===== src/common/basic_timer_consts.vh =====
`ifndef BASIC_TIMER_CONSTS_VH
`define BASIC_TIMER_CONSTS_VH
// ----------------------------------------
// register map (byte addresses)
// ----------------------------------------
`define BT_CONTROL_OFFSET 8'hD3
`define BT_COUNT_OFFSET 8'hD4
`define BT_STATUS_OFFSET 8'hD5
// ----------------------------------------
// control register fields
// ----------------------------------------
`define BT_CONTROL_RESET 8'h00
`define BT_WD_CODE_MSB 7
`define BT_WD_CODE_LSB 4
`define BT_WD_DISABLE_CODE 4'hA
`define BT_CLKSEL_MSB 3
`define BT_CLKSEL_LSB 2
`define BT_CNT_CLEAR_BIT 1
`define BT_DIV_CLEAR_BIT 0
// ----------------------------------------
// clock selection encodings and ratios
// ----------------------------------------
`define BT_SEL_DIV4096 2'h0
`define BT_SEL_DIV1024 2'h1
`define BT_SEL_DIV128 2'h2
`define BT_SEL_INVALID 2'h3
`define BT_DIV_WIDTH 12
`endif


===== src/hdl/basic_counter.v =====
`default_nettype none
`include "basic_timer_consts.vh"
// eight bit up counter advanced by a one-cycle tick
module basic_counter #(
	parameter WIDTH = 8
) (
	input wire clk_i,
	input wire rst_i,
	input wire clear_i, // synchronous clear
	input wire tick_i, // advance one step
	output reg [WIDTH-1:0] count_o, // current count
	output reg overflow_o // pulse on wrap to zero
);
	// ----------------------------------------
	// counter
	// ----------------------------------------
	always @(posedge clk_i) begin
		if (rst_i || clear_i) begin
			count_o <= {WIDTH{1'b0}};
			overflow_o <= 1'b0;
		end else begin
			overflow_o <= tick_i && (&count_o);
			if (tick_i) begin
				count_o <= count_o + {{(WIDTH-1){1'b0}}, 1'b1};
			end
		end
	end
endmodule // basic_counter
`default_nettype wire


===== src/hdl/basic_timer_control.v =====
// The Wishbone register port was left to the implementer.
`default_nettype none
`include "basic_timer_consts.vh"
module basic_timer_control #(
	parameter DIV_WIDTH = `BT_DIV_WIDTH,
	parameter CNT_WIDTH = 8
) (
	input wire clk_i,
	input wire rst_i,
	// classic wishbone slave
	input wire cyc_i,
	input wire stb_i,
	input wire we_i,
	input wire [7:0] adr_i,
	input wire [3:0] sel_i,
	input wire [31:0] dat_i,
	output reg [31:0] dat_o,
	output wire ack_o,
	output wire err_o,
	// block outputs
	output wire watchdog_enable_o,
	output wire bt_tick_o,
	output wire [DIV_WIDTH-1:0] prescaler_o,
	output wire [CNT_WIDTH-1:0] bt_count_o,
	output wire bt_overflow_o
);
	// ----------------------------------------
	// decoding helpers
	// ----------------------------------------
	// one-hot address match, used by ack and err; the read mux decodes adr_i itself
	function is_mapped;
		input [7:0] a;
		begin
			is_mapped = (a == `BT_CONTROL_OFFSET) || (a == `BT_COUNT_OFFSET) ||
				(a == `BT_STATUS_OFFSET);
		end
	endfunction

	// ----------------------------------------
	// state
	// ----------------------------------------
	reg [3:0] wd_code; // watchdog disable code
	reg [1:0] clk_sel; // basic timer clock selection
	reg cnt_clear; // pending counter clear command
	reg div_clear; // pending divider clear command
	reg ack; // single cycle acknowledge
	reg [DIV_WIDTH-1:0] div_prev; // last divider value for edge detection
	reg tick; // registered selected tick
	wire req; // valid bus cycle this clock
	wire wr_ctrl; // write hits control byte lane 0
	wire [DIV_WIDTH-1:0] div; // prescaler chain
	reg sel_bit_now; // selected divider bit now
	reg sel_bit_prev; // selected divider bit last cycle

	assign req = cyc_i && stb_i && !ack;
	// ack one cycle after the request, never back to back
	assign ack_o = ack && is_mapped(adr_i);
	assign err_o = ack && !is_mapped(adr_i);
	assign wr_ctrl = req && we_i && sel_i[0] && (adr_i == `BT_CONTROL_OFFSET);

	// ----------------------------------------
	// bus acknowledge
	// ----------------------------------------
	always @(posedge clk_i) begin
		if (rst_i) begin
			ack <= 1'b0;
		end else begin
			ack <= req;
		end
	end

	// ----------------------------------------
	// control register
	// ----------------------------------------
	// write takes effect at the request edge so the answer edge sees it stored
	always @(posedge clk_i) begin
		if (rst_i) begin
			wd_code <= 4'h0;
			clk_sel <= 2'h0;
			cnt_clear <= 1'b0;
			div_clear <= 1'b0;
		end else begin
			// command bits live one cycle, then drop by themselves
			cnt_clear <= 1'b0;
			div_clear <= 1'b0;
			if (wr_ctrl) begin
				wd_code <= dat_i[`BT_WD_CODE_MSB:`BT_WD_CODE_LSB];
				clk_sel <= dat_i[`BT_CLKSEL_MSB:`BT_CLKSEL_LSB];
				// only a one fires; zero leaves counter alone
				cnt_clear <= dat_i[`BT_CNT_CLEAR_BIT];
				// only a one fires; zero leaves dividers alone
				div_clear <= dat_i[`BT_DIV_CLEAR_BIT];
			end
		end
	end

	// any code but 1010 keeps the watchdog armed
	assign watchdog_enable_o = (wd_code != `BT_WD_DISABLE_CODE);

	// ----------------------------------------
	// shared prescaler
	// ----------------------------------------
	freq_divider #(
		.WIDTH(DIV_WIDTH)
	) u_div (
		.clk_i(clk_i),
		.rst_i(rst_i),
		.clear_i(div_clear),
		.div_o(div)
	);
	assign prescaler_o = div;

	// ----------------------------------------
	// clock selection
	// ----------------------------------------
	// falling edge of divider bit n marks one period of fxx/2^(n+1)
	always @* begin
		sel_bit_now = 1'b0;
		sel_bit_prev = 1'b0;
		case (clk_sel)
			`BT_SEL_DIV4096: begin
				sel_bit_now = div[11];
				sel_bit_prev = div_prev[11];
			end
			`BT_SEL_DIV1024: begin
				sel_bit_now = div[9];
				sel_bit_prev = div_prev[9];
			end
			`BT_SEL_DIV128: begin
				sel_bit_now = div[6];
				sel_bit_prev = div_prev[6];
			end
			default: begin
				// invalid selection: no clock reaches the counter
				sel_bit_now = 1'b0;
				sel_bit_prev = 1'b0;
			end
		endcase
	end

	always @(posedge clk_i) begin
		if (rst_i) begin
			div_prev <= {DIV_WIDTH{1'b0}};
			tick <= 1'b0;
		end else begin
			div_prev <= div;
			tick <= sel_bit_prev && !sel_bit_now;
		end
	end
	assign bt_tick_o = tick;

	// ----------------------------------------
	// basic timer counter
	// ----------------------------------------
	basic_counter #(
		.WIDTH(CNT_WIDTH)
	) u_cnt (
		.clk_i(clk_i),
		.rst_i(rst_i),
		.clear_i(cnt_clear),
		.tick_i(tick),
		.count_o(bt_count_o),
		.overflow_o(bt_overflow_o)
	);

	// ----------------------------------------
	// read data
	// ----------------------------------------
	// command bits read back as zero once done
	always @(posedge clk_i) begin
		if (rst_i) begin
			dat_o <= 32'h00000000;
		end else if (req) begin
			case (adr_i)
				`BT_CONTROL_OFFSET: dat_o <= {24'h000000, wd_code, clk_sel, 2'h0};
				`BT_COUNT_OFFSET: dat_o <= {{(32-CNT_WIDTH){1'b0}}, bt_count_o};
				`BT_STATUS_OFFSET: dat_o <= {31'h00000000, watchdog_enable_o};
				default: dat_o <= 32'h00000000;
			endcase
		end
	end
endmodule // basic_timer_control
`default_nettype wire


===== src/hdl/freq_divider.v =====
`default_nettype none
`include "basic_timer_consts.vh"
// free running prescaler shared by basic timer and timer counters
module freq_divider #(
	parameter WIDTH = `BT_DIV_WIDTH
) (
	input wire clk_i,
	input wire rst_i,
	input wire clear_i, // synchronous clear of the whole chain
	output reg [WIDTH-1:0] div_o // divider chain, bit n toggles at fxx/2^(n+1)
);
	// ----------------------------------------
	// divider chain
	// ----------------------------------------
	always @(posedge clk_i) begin
		if (rst_i || clear_i) begin
			div_o <= {WIDTH{1'b0}};
		end else begin
			div_o <= div_o + {{(WIDTH-1){1'b0}}, 1'b1};
		end
	end
endmodule // freq_divider
`default_nettype wire


===== config.mk =====
export PLATFORM = sky130hd
export DESIGN_NAME = basic_timer_control
export DESIGN_NICKNAME = d
export VERILOG_FILES = /design/src/hdl/basic_counter.v /design/src/hdl/basic_timer_control.v /design/src/hdl/freq_divider.v
export VERILOG_INCLUDE_DIRS = /design/src /design/src/common
export SDC_FILE = /design/constraint.sdc
export NUM_CORES = 1
export LEC_CHECK = 0
export BUFFER_PORTS_ARGS = -buffer_cell sky130_fd_sc_hd__buf_2
export CORE_MARGIN = 3
export CORE_UTILIZATION = 25
export CTS_BUF_LIST = sky130_fd_sc_hd__clkbuf_8
export DETAILED_ROUTE_END_ITERATION = 10
export GPL_TIMING_DRIVEN = 0
export PLACE_DENSITY = 0.45
export SETUP_SLACK_MARGIN = 0.15
export SLEW_MARGIN = 20
export SYNTH_ARGS = -nofsm -noshare
export SYNTH_HDL_FRONTEND = slang
export SYNTH_SLANG_ARGS = --single-unit

===== constraint.sdc =====
create_clock -name clk_i -period 3.5 [get_ports clk_i]
set_clock_uncertainty 0.05 [all_clocks]
set_input_delay 0.7 -clock clk_i [delete_from_list [all_inputs] [get_ports clk_i]]
set_output_delay 0.7 -clock clk_i [all_outputs]
set_load 0.02 [all_outputs]

==> flow_summary.yaml <==
run_status:
  status: "finished clean"
cts:
  clock_tree.buffer_depth: 2
  cts_buffers: 5
  h-tree-depth: 2
  root_buffer: "clkbuf_8"
  cts.sinks: 42
  clock_latency_ns: 0.29
  cts.clk_slew.worst_paths_ns: 0.08
  tritoncts: "built"
  ctsResizeCount: 0
  cts-hold-fix-buffers: 0
  cts_setup_buffers: 0
route:
  wl_per_cell_um: 12.3
  drc_errors: 0
  vias_per_cell: 4.23
  drt_iter0_markers: 52
  routed-via-count: 1697
  drt_pass1_iterations: 4
  ant_nets: 0
  totalWireLength_um: 4950
worst_setup_path:
  cp-start-kind: "input port"
  crit_family: "simple AND/OR/NAND/NOR gates"
  crit_top_cell: "buf_2"
  cp.arrival_ns: 1.94
  reg2reg_to: "u_div.div_o[10]"
  timing.rr.start: "u_div.div_o[0]"
  crit_fanout: 6
  end_kind: "primary output"
  reg2regPathDepth: 4
  crit_chain: "buf_2 -> or3b_1 -> buf_6 -> a211oi_1 -> and2_1 -> buf_2"
  r2r_slack_ns: 1.91
  cpMaxStageDelayCell: "or3b_1"
  max_stage_delay_ns: 0.38
  worstSetupPathDepth: 6
  crit_path_start: "adr_i[3]"
  cp.required_ns: 2.75
  path_buf_inv: 3
  crit_path_end: "ack_o"
  path_class: "in2out"
synth:
  ys.flop_type: "dfxtp_1"
  syn_avg_cell_area_sq_um: 9.52
  synth_cells: 214
  asyncSetResetFlopFracSynth_pct: 0
  ys_types: 38
  synth_seq_cells: 42
  synth_edf_count: 0
  synth_warnings: 0
  syn-cell-area_sq_mm: 0.00204
  yosysSeqAreaShare_pct: 41.3
global_routing:
  antenna_found_initial: 0
  grt_overflow: 0
  grt_pass1_vias: 1546
  grt.total_usage_pct: 10.7
  grt_pass1_wl_um: 7630
  grt_start_max_net_pins: 13
finish:
  final_util_pct: 33.7
  fillers: 818
  drive_above_1_share_pct: 31.4
  multi_input_area_sq_mm: 0.00105
  regArea_sq_um: 841
  diodes: 0
  syn2layout_area_growth_pct: 29.2
  fin_nets: 349
timing:
  clock.fmax_ghz: 0.371
  fin_ws_ns: 0.807
  tns_ns: 0
  finalHoldViolations: 0
  setup_violations: 0
  timing.final.crit_share_pct: 76.9
  worst_pin_slew_ns: 0.676
  layout_min_cycle_time_ns: 2.69
  slew_viol_final: 0
  max_slew_margin_pct: 54.8
  rsz0062_at_grt: "false"
pwr:
  powerDensity_mw_per_mm2: 361
  p_total_uw: 950
  ir_drop_uv: 121
  p_leak_uw: 0.00113
floorplanning:
  initial_core_util_pct: 26.1
  dieArea_sq_mm: 0.00927
  core_area_sq_mm: 0.00781
  top_level_ports: 106
  die_h_um: 96.3
  num_rows: 32
  die_w_um: 96.3
hold_path:
  hp-class: "reg2reg"
  hp-start: "dat_o[1]"
job:
  maxCapViolCount: 0
placement:
  dp_hpwl_um: 3760
  routabilityCongestion: 0.717
  numPortBuffers: 54
  pre_cts_slack_ns: 0.815
through the flow:
stage          hold WS [ns]  cell area, sq um  instances
2_1_floorplan         0.407              2120        237
3_3_place_gp          0.394              2520        393
3_5_place_dp          0.392              2520        393
4_1_cts               0.404              2630        401
5_1_grt               0.432              2630        401
6_report              0.399              2630        401
worst reg2reg max path, cell delays in order, from the launching register on:
cell and delay, ns:
dfxtp_1 0.43, ha_1 0.29, inv_1 0.11, or4_1 0.50, a21oi_1 0.15
synthesized netlist by cell type (all sizes together) (4+ instances only):
master	n	area (sq um)
xor2	5	43.8
nand4	8	50.1
buf	25	191
a21oi	11	55.1
dfxtp	42	841
nand3	6	30.0
nor2b	4	25.0
o31ai	4	30.0
o21ai	7	35.0
mux2i	8	80.1
or3	6	37.5
nand2	6	22.5
nor2	12	45.0
a22o	12	105
nand2b	14	87.6
inv	4	15.0
or4	7	56.3
clkbuf	6	22.5
how the worst min path moves through the flow:
stage               cells past startpoint         to
finish                                  2   dat_o[1]
global route                            2   dat_o[1]
CTS                                     2   dat_o[1]
detailed placement                      2   dat_o[1]
global placement                        2   dat_o[1]
floorplan                               2  bt_tick_o
sequential cells by signal (all words and copies together), names as in the netlist:
name,count
dat_o,8
div_prev,3
u_cnt.count_o,8
u_cnt.overflow_o,1
ack,1
bt_tick_o,1
clk_sel,2
u_div.div_o,12
cnt_clear,1
wd_code,4
div_clear,1
logic make-up (layout without fill, tap and decap cells):
family	Yosys count	after routing	share of synthesized area [%]
flip-flops	42	42	41.3
adder cells (fa/ha/maj)	2	2	1.23
buffers and inverters	35	97	11.2
AO/OA/AOI/OAI	39	39	13.9
multiplexers	8	8	3.93
other	1	24	0.184
AND/OR/NAND/NOR	80	80	25.2
XOR/XNOR	7	7	3.01
cells in the final DEF (no fill, tap or decap), types with 7 or more instances in the layout:
cell / n
a21oi_1: 11
buf_2: 54
a22o_1: 12
nor2_1: 12
o21ai_0: 7
dfxtp_1: 42
mux2i_1: 8
nand2b_1: 14
buf_4: 24
nand4_1: 8
conb_1: 24
clkbuf_8: 8
layout make-up:
type	instances	area share, %
flip-flops and latches	42	32.0
inverters	4	0.571
plain buffers	31	8.13
repair buffers	54	10.3
multi-input cells	160	40.0
well taps	102	4.85
clock buffers	8	4.18
power breakdown:
group,internal [uW],switching [uW],total (uW)
registers,481,4.55,485
logic,41.7,60.0,102
clock network,199,164,363
total,722,228,950
per-layer routing:
metal	global-route usage [%]	up-vias	wire (um)	part of all wire, %
li1	-	891	-	-
met1	14.6	761	2450	50
met2	16.7	43	2170	44
met3	2.50	2	288	5.8
met4	3.55	0	40	0.81
met5	0	-	0	0
Note: power is estimated with default switching activity, not from simulation.
